`config.mk`:
```
export PLATFORM = sky130hd
export DESIGN_NAME = fhp_frame_readback
export DESIGN_NICKNAME = d
export VERILOG_FILES = /design/src/inc/fhp_pkg.sv /design/src/rtl/fhp_frame_readback.sv /design/src/rtl/fhp_pace_slot.sv
export VERILOG_INCLUDE_DIRS = /design/src /design/src/inc
export SDC_FILE = /design/constraint.sdc
export NUM_CORES = 1
export LEC_CHECK = 0
export BUFFER_PORTS_ARGS = -buffer_cell sky130_fd_sc_hd__buf_2
export CORE_MARGIN = 1.5
export CORE_UTILIZATION = 30
export CTS_CLUSTER_SIZE = 10
export DETAILED_ROUTE_END_ITERATION = 10
export PLACE_DENSITY_LB_ADDON = 0.08
export SLEW_MARGIN = 10
export SYNTH_ARGS = -nofsm -noshare
export SYNTH_HDL_FRONTEND = slang
export SYNTH_SLANG_ARGS = --single-unit
```
`constraint.sdc`:
```
create_clock -name clk_sys_i -period 8.65 [get_ports clk_sys_i]
set_clock_uncertainty 0.15 [all_clocks]
set_input_delay 0.4325 -clock clk_sys_i [delete_from_list [all_inputs] [get_ports clk_sys_i]]
set_output_delay 0.4325 -clock clk_sys_i [all_outputs]
set_load 0.02 [all_outputs]
```
`src/inc/fhp_consts.svh`:
```
// Purpose: Offsets, field positions, reset values of the readback bank
// Assumes: 7-bit register addresses, 24-bit register payloads
// Notes: Header payload is kept as its upper 24 bits
`ifndef FHP_CONSTS_SVH
`define FHP_CONSTS_SVH

`define FHP_ADDR_AMP0 7'h31
`define FHP_ADDR_AMP1 7'h32
`define FHP_ADDR_AMP2 7'h33
`define FHP_ADDR_P1 7'h3a
`define FHP_ADDR_P2 7'h3b
`define FHP_ADDR_P3 7'h3c
`define FHP_ADDR_HDR 7'h40
`define FHP_ADDR_CRC 7'h41

`define FHP_HDR_RST 24'h800000
`define FHP_CRC_RST 24'hffffff
`define FHP_AMP_RST 16'h0000
`define FHP_PACE_RST 24'h000000

`define FHP_B_MARK 31
`define FHP_B_READY 30
`define FHP_B_MISS_HI 29
`define FHP_B_MISS_LO 28
`define FHP_B_FAULT 27
`define FHP_B_PACE_LO 24
`define FHP_B_RESP 23
`define FHP_B_LOFF 22
`define FHP_B_DCOFF 21
`define FHP_B_OOR 20

`define FHP_WIDTH_MIN 8'h0c
`define FHP_MISS_MAX 2'h3
`define FHP_MISS_FLAG 2'h1

`endif

```
`src/inc/fhp_pkg.sv`:
```
// Purpose: Types shared by the readback bank
// Assumes: Nothing beyond the constants header
// Notes: Output data rate selection
package fhp_pkg;
  typedef enum logic [1:0] {
    fhp_rate_2k = 2'b00,
    fhp_rate_16k = 2'b01,
    fhp_rate_128k = 2'b10
  } fhp_rate_e;
endpackage

```
`src/rtl/fhp_frame_readback.sv`:
```
// Purpose: Frame header, pace, ac electrode-off and check word readback
// Assumes: All inputs come from logic on clk_sys_i
// Notes: Read answer is registered, one cycle after rd_en_i
// Function
// - Pace height signed, bits 23:8
// - Pace width count N in bits 7:0
// - Width filter on: width never below 12
// - Pace results only by register read
// - Header bit 31 always one
// - Header bit 30: zero ready, one busy
// - Bits 29:28 count missed frames, saturate; skip mode only raises 01 from zero
// - Bit 27 flags internal device error
// - Bits 26:24 pace instances three to one
// - Bit 23 new respiration data
// - Bit 22 ac electrode-off OR when ac and dc both enabled, else OR of ac and dc
// - Bit 21 dc electrode-off detected
// - Bit 20 converter out of range
// - Header at 0x40, reset 0x800000
// - 128 kHz frame mode: header upper 16
// - Check word 0x41, reset 0xffffff, sized
// - Amplitude registers 0x31-0x33, register read only
// - Amplitude unsigned 16 bits, 8 Hz updates
`include "fhp_consts.svh"
module fhp_frame_readback (
  input wire logic clk_sys_i,
  input wire logic reset_i,
  input wire logic rd_en_i,
  input wire logic [6:0] rd_addr_i,
  input wire logic frame_mode_i,
  input wire fhp_pkg::fhp_rate_e rate_i,
  input wire logic skip_mode_i,
  input wire logic busy_i,
  input wire logic fault_i,
  input wire logic frame_done_i,
  input wire logic resp_upd_i,
  input wire logic ac_en_i,
  input wire logic dc_en_i,
  input wire logic [2:0] ac_off_i,
  input wire logic [2:0] dc_off_i,
  input wire logic adc_oor_i,
  input wire logic [2:0] pace_qual_i,
  input wire logic pace_wfilt_en_i,
  input wire logic [47:0] pace_height_i,
  input wire logic [23:0] pace_width_i,
  input wire logic [2:0] amp_upd_i,
  input wire logic [47:0] amp_val_i,
  input wire logic crc_load_i,
  input wire logic [23:0] crc_val_i,
  output logic rd_valid_o,
  output logic [31:0] rd_data_o,
  output logic rd_short_o,
  output logic rd_refused_o
);
  logic [1:0] miss_reg;
  logic [1:0] miss_next;
  logic pend_reg;
  logic pend_next;
  logic [2:0] pace_flag_reg;
  logic [2:0] pace_flag_next;
  logic [2:0] pace_acc_reg;
  logic [2:0] pace_acc_next;
  logic resp_reg;
  logic resp_next;
  logic [4:0] stat_reg;
  logic [4:0] stat_next;
  logic [23:0] crc_reg;
  logic [23:0] crc_next;
  logic [47:0] amp_reg;
  logic [47:0] amp_next;
  logic [71:0] pace_res;
  logic rd_valid_reg;
  logic rd_valid_next;
  logic [31:0] rd_data_reg;
  logic [31:0] rd_data_next;
  logic rd_short_reg;
  logic rd_short_next;
  logic rd_ref_reg;
  logic rd_ref_next;
  logic hdr_rd;
  logic fast;
  logic loff;
  logic [31:0] hdr_word;

  // Status order: busy, fault, lead-off, dc lead-off, out of range
  assign hdr_rd = rd_en_i && frame_mode_i && (rd_addr_i == `FHP_ADDR_HDR);
  assign fast = (rate_i == fhp_pkg::fhp_rate_128k);

  // Pace result slots and amplitude register next values
  genvar gi;
  generate
    for (gi = 0; gi < 3; gi++) begin : g_pace
      fhp_pace_slot u_slot (
        .clk_sys_i(clk_sys_i),
        .reset_i(reset_i),
        .qual_i(pace_qual_i[gi]),
        .wfilt_en_i(pace_wfilt_en_i),
        .height_i(pace_height_i[16*gi +: 16]),
        .width_i(pace_width_i[8*gi +: 8]),
        .result_o(pace_res[24*gi +: 24])
      );
    end
    for (gi = 0; gi < 3; gi++) begin : g_amp
      always_comb begin
        amp_next[16*gi +: 16] = amp_reg[16*gi +: 16];
        if (amp_upd_i[gi]) begin
          amp_next[16*gi +: 16] = amp_val_i[16*gi +: 16];
        end
      end
    end
  endgenerate

  always_comb begin
    if (ac_en_i && dc_en_i) begin
      loff = |ac_off_i;
    end else begin
      loff = |(ac_off_i | dc_off_i);
    end
  end

  // Header and check word state
  always_comb begin
    miss_next = miss_reg;
    pend_next = pend_reg;
    if (hdr_rd) begin
      miss_next = 2'h0;
      pend_next = 1'b0;
    end
    if (frame_done_i) begin
      pend_next = 1'b1;
      if (pend_reg && !hdr_rd) begin
        if (skip_mode_i) begin
          if (miss_reg == 2'h0) begin
            miss_next = `FHP_MISS_FLAG;
          end
        end else if (miss_reg != `FHP_MISS_MAX) begin
          miss_next = miss_reg + 2'h1;
        end
      end
    end
    pace_acc_next = pace_acc_reg | pace_qual_i;
    pace_flag_next = pace_flag_reg;
    if (frame_done_i) begin
      pace_flag_next = pace_acc_reg | pace_qual_i;
      pace_acc_next = 3'h0;
    end
    // New update wins over a same-cycle read
    resp_next = (resp_reg && !hdr_rd) || resp_upd_i;
    stat_next = {busy_i, fault_i, loff, |dc_off_i, adc_oor_i};
    crc_next = crc_load_i ? crc_val_i : crc_reg;
  end

  always_ff @(posedge clk_sys_i) begin
    if (reset_i) begin
      miss_reg <= 2'h0;
      pend_reg <= 1'b0;
      pace_flag_reg <= 3'h0;
      pace_acc_reg <= 3'h0;
      resp_reg <= 1'b0;
      stat_reg <= 5'h00;
      crc_reg <= `FHP_CRC_RST;
      amp_reg <= {3{`FHP_AMP_RST}};
    end else begin
      miss_reg <= miss_next;
      pend_reg <= pend_next;
      pace_flag_reg <= pace_flag_next;
      pace_acc_reg <= pace_acc_next;
      resp_reg <= resp_next;
      stat_reg <= stat_next;
      crc_reg <= crc_next;
      amp_reg <= amp_next;
    end
  end

  always_comb begin
    hdr_word = {`FHP_HDR_RST, 8'h00};
    hdr_word[`FHP_B_MARK] = 1'b1;
    hdr_word[`FHP_B_READY] = stat_reg[4];
    hdr_word[`FHP_B_MISS_HI:`FHP_B_MISS_LO] = miss_reg;
    hdr_word[`FHP_B_FAULT] = stat_reg[3];
    hdr_word[`FHP_B_PACE_LO +: 3] = pace_flag_reg;
    hdr_word[`FHP_B_RESP] = resp_reg;
    hdr_word[`FHP_B_LOFF] = stat_reg[2];
    hdr_word[`FHP_B_DCOFF] = stat_reg[1];
    hdr_word[`FHP_B_OOR] = stat_reg[0];
  end

  // Read answer
  always_comb begin
    rd_valid_next = rd_en_i;
    rd_short_next = 1'b0;
    rd_ref_next = 1'b0;
    rd_data_next = {1'b0, rd_addr_i, 24'h000000};
    if (rd_en_i) begin
      case (rd_addr_i)
        `FHP_ADDR_AMP0, `FHP_ADDR_AMP1, `FHP_ADDR_AMP2: begin
          if (frame_mode_i) begin
            rd_ref_next = 1'b1;
            rd_data_next = 32'h00000000;
          end else begin
            rd_data_next[15:0] =
              amp_reg[16*(rd_addr_i - `FHP_ADDR_AMP0) +: 16];
          end
        end
        `FHP_ADDR_P1, `FHP_ADDR_P2, `FHP_ADDR_P3: begin
          if (frame_mode_i) begin
            rd_ref_next = 1'b1;
            rd_data_next = 32'h00000000;
          end else begin
            rd_data_next[23:0] =
              pace_res[24*(rd_addr_i - `FHP_ADDR_P1) +: 24];
          end
        end
        `FHP_ADDR_HDR: begin
          if (frame_mode_i && fast) begin
            rd_short_next = 1'b1;
            rd_data_next = {16'h0000, hdr_word[31:16]};
          end else begin
            rd_data_next = hdr_word;
          end
        end
        `FHP_ADDR_CRC: begin
          if (fast) begin
            rd_short_next = 1'b1;
            rd_data_next = {16'h0000, crc_reg[15:0]};
          end else begin
            rd_data_next[23:0] = crc_reg;
          end
        end
        default: begin
          rd_data_next = {1'b0, rd_addr_i, 24'h000000};
        end
      endcase
    end
  end

  always_ff @(posedge clk_sys_i) begin
    if (reset_i) begin
      rd_valid_reg <= 1'b0;
      rd_data_reg <= 32'h00000000;
      rd_short_reg <= 1'b0;
      rd_ref_reg <= 1'b0;
    end else begin
      rd_valid_reg <= rd_valid_next;
      rd_data_reg <= rd_data_next;
      rd_short_reg <= rd_short_next;
      rd_ref_reg <= rd_ref_next;
    end
  end

  assign rd_valid_o = rd_valid_reg;
  assign rd_data_o = rd_data_reg;
  assign rd_short_o = rd_short_reg;
  assign rd_refused_o = rd_ref_reg;
endmodule

```
`src/rtl/fhp_pace_slot.sv`:
```
// Purpose: One pace width and height result register
// Assumes: qual_i is a one-cycle pulse with height and width valid
// Notes: Holds last result until the next qualified artifact
`include "fhp_consts.svh"
module fhp_pace_slot (
  input wire logic clk_sys_i,
  input wire logic reset_i,
  input wire logic qual_i,
  input wire logic wfilt_en_i,
  input wire logic [15:0] height_i,
  input wire logic [7:0] width_i,
  output logic [23:0] result_o
);
  logic [23:0] result_reg;
  logic [23:0] result_next;
  logic [7:0] width_eff;

  always_comb begin
    width_eff = width_i;
    if (wfilt_en_i && (width_i < `FHP_WIDTH_MIN)) begin
      width_eff = `FHP_WIDTH_MIN;
    end
    result_next = result_reg;
    if (qual_i) begin
      result_next = {height_i, width_eff};
    end
  end

  always_ff @(posedge clk_sys_i) begin
    if (reset_i) begin
      result_reg <= `FHP_PACE_RST;
    end else begin
      result_reg <= result_next;
    end
  end

  assign result_o = result_reg;
endmodule

```
# Word-level counts from Yosys, hierarchy flattened
# Cells that the tools add are included.
dict set report totals {
  regBits 194
  in_bits 179
  word_cells 88
}
dict set report op_classes {
  add_sub_neg 3
  multipliers 1
  order_cmp 3
  eq_ne 10
  shifts 2
  mux 25
  n_bitwise 4
  reduce_logical 22
}
# operator count
set ops {}
lappend ops {{one-hot mux 32 bit (4 select lines)} 1}
lappend ops {{indexed part select 72 x 33 -> 24 bit} 1}
lappend ops {{2-to-1 mux 24 bit} 2}
lappend ops {{indexed part select 48 x 33 -> 16 bit} 1}
lappend ops {{equality test 7 x 6 -> 1 bit, second input constant} 6}
lappend ops {{multiplier 2 x 32 -> 29 bit, first input constant} 1}
lappend ops {{2-to-1 mux 32 bit} 1}
lappend ops {{2-to-1 mux 31 bit} 1}
lappend ops {{less-than comparator 8 x 4 -> 1 bit, second input constant} 3}
lappend ops {{2-to-1 mux 8 bit} 3}
lappend ops {{OR reduction 3 bit} 6}
lappend ops {{2-to-1 mux 16 bit} 1}
lappend ops {{subtractor 7 x 6 -> 8 bit, second input constant} 2}
lappend ops {{2-to-1 mux 15 bit} 1}
lappend ops {{equality test 7 bit, second input constant} 2}
lappend ops {{2-to-1 mux 7 bit} 2}
lappend ops {{2-to-1 mux 2 bit} 6}
lappend ops {{logical AND 1 bit} 9}
lappend ops {{2-to-1 mux 1 bit} 6}
lappend ops {{bitwise OR 3 bit} 2}
lappend ops {{OR reduction 6 bit} 1}
lappend ops {{OR reduction 2 bit} 2}
lappend ops {{adder 2 x 1 -> 2 bit, second input constant} 1}
lappend ops {{equality test 2 bit, second input constant} 1}
lappend ops {{other kinds (7)} 8}

# Depth between registers and ports, before layout
# Gate-level depths: netlist of run 1.
dict set report depth {
  word_depth 7
  depth_mapped 13
  ltp_nobuf 10
}

# By module
# From an unflattened synthesis of run 1, not the netlist that was laid out.
dict set report unflattened {
  cells_unflattened 1100
  hier_area_um2 10371.2
}
# mod n_inst cells_per_inst area_each_um2
set modules_own_cells {}
lappend modules_own_cells {fhp_frame_readback 1 848 7649.8}
lappend modules_own_cells {fhp_pace_slot 3 84 907.1}

# Worst setup path after synthesis of run 1
# No wires, ideal clock.
dict set report synth_timing {
  kind {input -> register}
  start {input rd_addr_i[1]}
  end {register rd_data_reg[21] (netlist: rd_data_o[21])}
  arrival_ns 3.262
  t_required_ns 8.381
  setup_slack_ns 5.119
  path_stages 13
  cell_sequence {buf_2 inv_1 ha_1 buf_2 inv_1 ha_1 buf_2 xnor2_2 mux2i_1 a21oi_1 nor3b_2 a22o_1 o221a_1}
}
dict set report synth_between {
  elab_chain_cells 5
  elab_cells_between_ends 15
  classes_between {add/sub: 1; mul: 1; eq/ne: 8; shift: 1; mux: 2; reduce/logical: 2}
}
# element line
set synth_rtl {}
lappend synth_rtl {{from (decl)} fhp_frame_readback.sv:28} ;# input wire logic [6:0] rd_addr_i,
lappend synth_rtl {{subtractor 7 x 6 -> 8 bit (no line)} n/a}
lappend synth_rtl {{multiplier 2 x 32 -> 29 bit} fhp_frame_readback.sv:210} ;# pace_res[24*(rd_addr_i - `FHP_ADDR_P1) +: 24];
lappend synth_rtl {{indexed part select 72 x 33 -> 24 bit} fhp_frame_readback.sv:210}
lappend synth_rtl {{2-to-1 mux 24 bit} fhp_frame_readback.sv:205} ;# if (frame_mode_i) begin
lappend synth_rtl {{one-hot mux 32 bit (4 select lines) *} fhp_frame_readback.sv:194} ;# case (rd_addr_i)
lappend synth_rtl {{to (signal assigned)} fhp_frame_readback.sv:244} ;# rd_data_reg <= rd_data_next;
lappend synth_rtl {{to (decl)} fhp_frame_readback.sv:73} ;# logic [31:0] rd_data_reg;
# Every way passes the cells marked *; elsewhere a longest branch is shown, timed or not.
# A chain may end at the register's enable or synchronous reset.

# Worst setup path in the final report of run 1
dict set report layout_timing {
  start {input rd_addr_i[1]}
  end {register rd_data_reg[17] (netlist: rd_data_o[17])}
}
# The elaborated chain is that of the path after synthesis.

==> flow_summary.toml, run 1 <==
[run_status]
outcome = "finished, final reports clean"

[cells_and_area]
largest_register_ff_count = 72
mostFrequentLayoutCells = "buf_2, dfxtp_1, mux2i_1"
num_antenna_cells = 0
seqCellArea_um2 = 3880
post_route_cells_drive_above_1_share_pct = 24.1
area.growth.synth_to_final_pct = 20.0
layout_commonest_cell = "buf_2"
finish.net_count = 1406
multiInputGateArea_um2 = 5690
final_cell_area_um2 = 11900
fillCellCount = 3423

[run]
max_cap_viol_count = 0

[critical_path]
crit_path_start_kind = "input pin"
worstSetupEndpoint = "rd_data_o[17]"
worstSetupPathType = "in -> reg"
reg2regPathDepth = 6
worstPathArrival_ns = 4.28
timing.reg2reg.setup_slack_ns = 6.73
critPathCaptureType = "flop"
rr_endpoint = "rd_data_o[11]"
worst-path-max-fanout = 16
rr_startpoint = "amp_reg[11]"
required_ns = 8.85
critPathLaunch = "rd_addr_i[1]"

[placed_design]
worst_setup_slack_after_placement_ns = 4.21
gp_routability_congestion = 0.884
post_dp_cell_area_um2 = 11300
dpl.hpwl_um = 27900
port_buffer_cells = 213

[worst_hold_path]
hp-class = "in -> reg"
min_from = "crc_val_i[23]"

[cts]
max-clock-path-buffers = 2
clock_latency_ns = 0.45
htree_num_levels = 4
cts_buffers = 17
cts-hold-fix-buffers = 0
cts-root-buf = "clkbuf_16"
post_cts_setup_repair_buffer_count = 0
clock_tree_from_tritoncts = "built"
cts.clk_slew.worst_paths_ns = 0.08
cts_sinks = 194
postCtsResizedCells = 0

[synth]
yosys.cell_types.count = 81
register_area_share_after_synthesis_pct = 39.0
synth_area_per_cell_um2 = 9.43
synth-warning-count = 0
postSynth.asyncResetShare_pct = 0
synth.cell_area_um2 = 9950
synth-edff-count = 0
postSynthRegisterBits = 194
synth_fp_nets = 1245
yosys_most_used_dff = "dfxtp_1"
post_synth_inst_count = 1055

[sta]
layout_worst_path_cycle_share_pct = 47.2
finalMaxSlewViolations = 0
worst-slew-pin-transition_ns = 1.11
holdWs_ns = 0.0372
slew-limit-headroom_pct = 25.8
final.setup.worst_slack_ns = 4.57
final_report_hold_violation_count = 0
timing.final.setup_violations = 0
setup-tns-final_ns = 0
finalWorstPathRequiredPeriod_ns = 4.08
rsz_0062_raised_after_global_routing = "no"
fmax_ghz = 0.245

[detailed_routing]
avgRoutedWirePerCell_um = 21.7
route.top_layer_used = "met5"
drt_iter0_drc = 573
routed-wl-met3_um = 2010
wl_met1_um = 17300
drtAntennaViolNets = 0
overall_routed_net_length_um = 36200
vias_per_cell = 5.22
drt_first_pass_iters = 5
dr_wl_met2_um = 16200
vias = 8722
remaining_drc_errors = 0

[floorplan]
core_region_area_um2 = 32600
io-pin-count = 214
initial_core_util_pct = 30.5
dieArea_um2 = 34300
floorplan.die.width_um = 185
num_rows = 66
die-height_um = 185

[pwr]
power.internal_uw = 1560
power.total_uw = 2250
p_sw_uw = 690
power_frac_clock_pct = 37.7
share_seq_of_total_power_pct = 43.7
p_sw_share_pct = 30.6
p_comb_share_pct = 18.5
power.density_nw_per_um2 = 189
max-vdd-ir-drop_mv = 0.140
leakage_uw = 0.00524

[global_route]
antenna_found_initial = 1
first_global_vias = 8325
total_congestion_overflow_after_global_routing = 0
grt_util_all_layers_pct = 21.2
grt_pass1_wl_um = 53000
grt_max_degree = 65
-- logic make-up after synthesis --
group	after synthesis	synth area share, %
AND/OR/NAND/NOR	336	15.7
AO/OA/AOI/OAI	213	16.6
multiplexers	202	22.8
flip-flops	194	39.0
buffers and inverters	94	3.79
adder cells (fa/ha/maj)	11	1.38
XOR/XNOR	5	0.667
-- layout make-up --
class / count / area share, %
well taps: 442 / 4.64
multi-input cells: 767 / 47.7
clock inverters: 14 / 1.59
clock buffers: 18 / 3.68
inverters: 17 / 0.535
flip-flops and latches: 194 / 32.6
repair buffers: 219 / 9.33
-- how the worst min path moves through the flow --
stage / end / slack [ns] / cells past startpoint
floorplan: rd_data_o[16] / 0.29 / 2
global placement: amp_reg[10] / 0.32 / 2
detailed placement: amp_reg[14] / 0.33 / 2
CTS: crc_reg[23] / 0.02 / 2
global route: crc_reg[0] / 0.03 / 2
finish: crc_reg[23] / 0.04 / 2
-- per-layer routing --
metal,vias up,global-route usage [%]
met1,4232,29.7
met4,2,5.79
met2,275,33.0
met5,-,0
li1,4187,-
met3,26,3.99
-- power by group through the flow --
stage,clock [uW],sequential (uW),combinational [uW]
floorplan,0,985,282
global placement,0,1010,415
detailed placement,0,1010,415
CTS,874,984,416
global route,904,991,454
finish,850,985,418
-- synth_stat cells, types with 7 or more instances --
master	number	share of area, %
a211o_1	24	2.1
a211oi_1	13	0.98
a21oi_1	29	1.5
a221o_1	10	1.0
a221oi_1	9	0.79
a22o_1	7	0.62
a22oi_1	25	1.9
buf_1	10	0.38
buf_2	13	0.65
clkbuf_1	53	2.0
dfxtp_1	194	39
ha_1	11	1.4
inv_1	15	0.57
mux2_2	8	0.91
mux2i_1	175	18
mux4_2	19	4.3
nand2_1	50	1.9
nand3_1	7	0.35
nor2_1	170	6.4
nor2b_1	39	2.5
nor3_1	33	1.7
o211ai_1	7	0.53
o21ai_0	26	1.3
-- worst max-delay path: stages --
cell,delay (ns)
buf_2,0.27
inv_1,0.17
ha_1,0.57
inv_1,0.21
ha_1,0.59
xnor2_2,0.18
mux2i_1,0.23
a21oi_1,0.54
nor3b_2,0.60
a221oi_1,0.23
o31ai_1,0.24
-- stage by stage --
step	util, %	std cells
final	36.6	1671
after global routing	36.6	1671
after CTS	36.6	1671
after detailed placement	34.6	1639
after global placement	34.6	1639
after floorplan	-	1055
Power figures use the tool's default switching activity.
==> run 2: changes to the inputs <==
==> constraint.sdc (replaced) <==
create_clock -name clk_sys_i -period 3.76 [get_ports clk_sys_i]
set_clock_uncertainty 0.15 [all_clocks]
set_input_delay 0.188 -clock clk_sys_i [delete_from_list [all_inputs] [get_ports clk_sys_i]]
set_output_delay 0.188 -clock clk_sys_i [all_outputs]
set_load 0.02 [all_outputs]
==> run 2 against run 1 <==
  * Cell count rose by 11%
  * Register-to-register slack worse by 5.0 ns
  * Combinational power rose to 2.7 times the previous value
  * Clock power grew 120%
  * Routed wire length increased by 3.9%
  * Largest power group unchanged
==> flow_summary.toml, run 2 (synthesis results as in run 1) <==
[pwr]
power.density_nw_per_um2 = 384
leakage_uw = 0.00601
max-vdd-ir-drop_mv = 0.368

[placed_design]
port_buffer_cells = 213
number_of_placed_instances_with_taps_included = 1654
dpl.hpwl_um = 28300
post_dp_cell_area_um2 = 11400
gp_routability_congestion = 0.858

[cells_and_area]
finalCoreUtilization_pct = 42.0
finish.net_count = 1587
largest_register_ff_count = 72
mostFrequentLayoutCells = "buf_2, dfxtp_1, mux2i_1"
post_route_cells_drive_above_1_share_pct = 22.0
layout_commonest_cell = "buf_2"
area.growth.synth_to_final_pct = 37.7
final-instance-count-excl-fill = 1853
final_cell_area_um2 = 13700

[critical_path]
timing.reg2reg.setup_slack_ns = 1.78
crit_path_start_kind = "input pin"
worstPathArrival_ns = 3.55
timing.critical_path.cells = "dlygate4sd3_1 > buf_2 > xnor2_1 > ha_1 > xnor2_2 > mux2i_1 > a21oi_1 > nor3b_2 > buf_4 > a221oi_1 > o31ai_1"
worst-path-max-fanout = 10
required_ns = 3.94
critPathMaxStageDelay_ns = 0.55
critPathCaptureType = "flop"
crit_path_top_delay_cell = "mux2i_1"
worstSetupPathType = "in -> reg"

[cts]
cts.clk_slew.worst_paths_ns = 0.08
max-clock-path-buffers = 2
htree_num_levels = 4
cts-root-buf = "clkbuf_16"
clock_tree_from_tritoncts = "built"
post_cts_setup_repair_buffer_count = 0
cts_sinks = 194
clock_latency_ns = 0.45
cts_buffers = 17

[sta]
rsz_0062_raised_after_global_routing = "no"
timing.final.setup_violations = 0
slew-limit-headroom_pct = 42.2
setup-tns-final_ns = 0
finalMaxSlewViolations = 0
finalWorstPathRequiredPeriod_ns = 3.37
worst-slew-pin-transition_ns = 0.867
layout_worst_path_cycle_share_pct = 89.7
fmax_ghz = 0.297
final_report_hold_violation_count = 0

[floorplan]
core_region_area_um2 = 32600
initial_core_util_pct = 30.5
io-pin-count = 214
dieArea_um2 = 34300
die-height_um = 185
floorplan.die.width_um = 185
num_rows = 66

[global_route]
grt_util_all_layers_pct = 22.1
first_global_vias = 9102
total_congestion_overflow_after_global_routing = 0
antenna_found_initial = 2
grt_pass1_wl_um = 56100
grt_max_degree = 70

[run_status]
outcome = "finished, final reports clean"

[detailed_routing]
remaining_drc_errors = 0
drt_first_pass_iters = 5
vias = 9350
drt_iter0_drc = 665
drtAntennaViolNets = 0
avgRoutedWirePerCell_um = 20.3
vias_per_cell = 5.05
overall_routed_net_length_um = 37700

[run]
max_cap_viol_count = 0

[worst_hold_path]
hp-class = "in -> reg"
==> run 2: area by class of cell <==
type                       instances  area [um2]
antenna                            1        2.50
clock buffer                      18         429
clock inverter                    14         166
fill                            3339       18900
inverter                          17        63.8
multi-input combinational        767        5690
sequential                       194        3880
tap                              442         553
timing repair buffer             400        2910
==> run 2: worst paths after layout <==
| kind | start | endpoint | cells past startpoint |
|---|---|---|---|
| min | reset_i | pend_reg | 2 |
| max | rd_addr_i[3] | rd_data_o[18] | 11 |
| max reg2reg | amp_reg[42] | rd_data_o[10] | 6 |
| min reg2reg | amp_reg[39] | amp_reg[39] | 2 |
==> run 2: what timing repair did <==
| action | CTS | global route |
|---|---|---|
| hold buffers | 166 | 0 |
| gates resized for setup | 0 | 0 |
| hold endpoints to repair | 167 | 0 |
==> run 2: report_power, final <==
part | switching [uW] | internal (uW) | total (uW)
clock | 926 | 950 | 1880
combinational | 593 | 528 | 1120
sequential | 99.9 | 2160 | 2260
==> run 2: metrics by stage <==
step / setup WS (ns) / hold WS (ns) / power, uW
after floorplan: 0.474 / 0.155 / 2920
after global placement: 0.384 / 0.249 / 3290
after detailed placement: 0.293 / 0.249 / 3290
after CTS: 0.458 / 0.0293 / 5310
after global routing: 0.175 / 0.0477 / 5510
final: 0.389 / 0.0348 / 5260
==> run 2: per-layer routing <==
metal | wire length [um] | part of all wire (%) | track usage [%]
met1 | 17900 | 48 | 31.2
met5 | 13 | 0.035 | 0
met3 | 1970 | 5.2 | 3.72
met2 | 17200 | 46 | 34.8
met4 | 586 | 1.6 | 5.69
==> run 2: worst max-delay path, delay by kind of cell <==
family / cells / cell delay, ns
adders and majority gates: 1 / 0.40
and+or+nand+nor: 1 / 0.24
buffers and inverters: 3 / 0.91
muxes: 1 / 0.55
AOI/OAI and AO/OA: 3 / 0.79
xor gates and xnor gates: 2 / 0.47
==> run 3: changes to the inputs <==
--- a/config.mk
+++ b/config.mk
@@ -12,6 +12,7 @@
 export CTS_CLUSTER_SIZE = 10
 export DETAILED_ROUTE_END_ITERATION = 10
 export PLACE_DENSITY_LB_ADDON = 0.08
+export REMOVE_ABC_BUFFERS = 1
 export SLEW_MARGIN = 10
 export SYNTH_ARGS = -nofsm -noshare
 export SYNTH_HDL_FRONTEND = slang
==> constraint.sdc (replaced) <==
create_clock -name clk_sys_i -period 3.76 [get_ports clk_sys_i]
set_clock_uncertainty 0.15 [all_clocks]
set_input_delay 0.188 -clock clk_sys_i [delete_from_list [all_inputs] [get_ports clk_sys_i]]
set_output_delay 0.188 -clock clk_sys_i [all_outputs]
set_load 0.05 [all_outputs]
==> run 3 against run 2 <==
  * Power grew 0.62%
  * Critical endpoint is now rd_data_o[21]
  * Die area is the same
  * Highest routed layer is now met4
  * Critical path type unchanged
  * Cell area shrank 0.26%
  * Global-route usage shrank 0.31 points
==> flow_summary.toml, run 3 (synthesis results as in run 1) <==
[critical_path]
worst-path-max-fanout = 12
critPathCaptureType = "flop"
worstSetupPathType = "in -> reg"
worstPathArrival_ns = 3.53
required_ns = 3.96
crit_path_start_kind = "input pin"

[detailed_routing]
remaining_drc_errors = 0
overall_routed_net_length_um = 36900
vias_per_cell = 5.04
drtAntennaViolNets = 0
drt_first_pass_iters = 5
vias = 9329
drt_iter0_drc = 620
avgRoutedWirePerCell_um = 20.0

[placed_design]
number_of_placed_instances_with_taps_included = 1658
dpl.hpwl_um = 26700
port_buffer_cells = 213
gp_routability_congestion = 0.877
post_dp_cell_area_um2 = 11500

[sta]
finalMaxSlewViolations = 0
timing.final.setup_violations = 0
rsz_0062_raised_after_global_routing = "no"
layout_worst_path_cycle_share_pct = 88.7
final_report_hold_violation_count = 0
holdWs_ns = 0.0305
worst-slew-pin-transition_ns = 0.928
slew-limit-headroom_pct = 38.1
fmax_ghz = 0.300
finalWorstPathRequiredPeriod_ns = 3.34

[global_route]
grt_max_degree = 79
first_global_vias = 8959
antenna_found_initial = 1
grt_pass1_wl_um = 55400
total_congestion_overflow_after_global_routing = 0
grt_util_all_layers_pct = 21.8

[cells_and_area]
layout_commonest_cell = "buf_2"
finish.net_count = 1585
largest_register_ff_count = 72
final_cell_area_um2 = 13700
post_route_cells_drive_above_1_share_pct = 22.3
mostFrequentLayoutCells = "buf_2, dfxtp_1, mux2i_1"
final-instance-count-excl-fill = 1851
area.growth.synth_to_final_pct = 37.4

[cts]
clock_latency_ns = 0.45
max-clock-path-buffers = 2
cts.clk_slew.worst_paths_ns = 0.08
htree_num_levels = 4
postCtsResizedCells = 0
cts_sinks = 194
cts-root-buf = "clkbuf_16"
clock_tree_from_tritoncts = "built"
cts_buffers = 17

[pwr]
power_frac_clock_pct = 36.2
p_comb_share_pct = 21.3
p_sw_uw = 1570
leakage_uw = 0.00600
power.internal_uw = 3720
power.density_nw_per_um2 = 387
p_sw_share_pct = 29.7
share_seq_of_total_power_pct = 42.6
max-vdd-ir-drop_mv = 0.345

[floorplan]
io-pin-count = 214
initial_core_util_pct = 30.5
dieArea_um2 = 34300
floorplan.die.width_um = 185
core_region_area_um2 = 32600
die-height_um = 185
num_rows = 66

[worst_hold_path]
hp-class = "in -> reg"

[run_status]
outcome = "finished, final reports clean"

[run]
max_cap_viol_count = 0
run 3: cell types whose count changed in the layout (fill, tap and decap cells not counted), sizes merged:
cell | before | now
clkinv | 8 | 5
bufinv | 1 | 2
dlygate4sd3 | 166 | 160
clkbuf | 18 | 20
buf | 234 | 238
run 3: layer usage:
| layer | vias up | track usage [%] | wire length (um) |
|---|---|---|---|
| li1 | 4549 | - | - |
| met1 | 4524 | 30.7 | 17800 |
| met2 | 234 | 34.9 | 17300 |
| met3 | 22 | 3.46 | 1390 |
| met4 | 0 | 4.75 | 427 |
| met5 | - | 0 | 0 |
run 3: final timing paths:
check / cells past startpoint / endpoint / slack, ns / start
hold reg to reg: 2 / amp_reg[46] / 0.34 / amp_reg[46]
setup / recovery: 11 / rd_data_o[21] / 0.42 / rd_addr_i[3]
setup reg to reg: 6 / rd_data_o[10] / 1.95 / amp_reg[10]
hold / removal: 3 / rd_data_o[28] / 0.03 / rd_addr_i[4]
run 3: area by class of cell:
cell class | instances | area [um2]
inverters | 17 | 63.8
clock inverters | 12 | 145
repair buffers | 398 | 2870
well taps | 442 | 553
flip-flops and latches | 194 | 3880
diodes | 1 | 2.50
fillers | 3291 | 19000
multi-input cells | 767 | 5690
clock buffers | 20 | 457
run 3: worst max-delay path: stages:
cell and delay (ns):
dlygate4sd3_1 0.53, buf_2 0.18, xnor2_1 0.24, ha_1 0.41, xnor2_2 0.24, mux2i_1 0.55, a21oi_1 0.32, nor3b_2 0.23
buf_4 0.19, a22o_1 0.22, o221a_1 0.21
run 3: stage by stage:
step | power (uW) | util, % | worst slack, ns | setup TNS (ns)
detailed placement | 3290 | 35.1 | 0.255 | 0
global route | 5530 | 41.9 | 0.181 | 0
global placement | 3290 | 35.1 | 0.367 | 0
floorplan | 2850 | - | -0.547 | -7.13
finish | 5290 | 41.9 | 0.424 | 0
CTS | 5340 | 41.9 | 0.468 | 0
run 3: repair_timing:
item / in CTS / in global routing
setup buffers: 0 / 0
hold endpoints to repair: 165 / 0
endpoints found under the setup margin: 0 / 0
hold buffers: 160 / 0
run 3: power groups by stage:
stage | registers (uW) | clock network (uW) | logic (uW)
finish | 2250 | 1910 | 1130
global route | 2270 | 2040 | 1220
CTS | 2250 | 1970 | 1120
detailed placement | 2300 | 0 | 991
global placement | 2300 | 0 | 990
floorplan | 2280 | 0 | 571
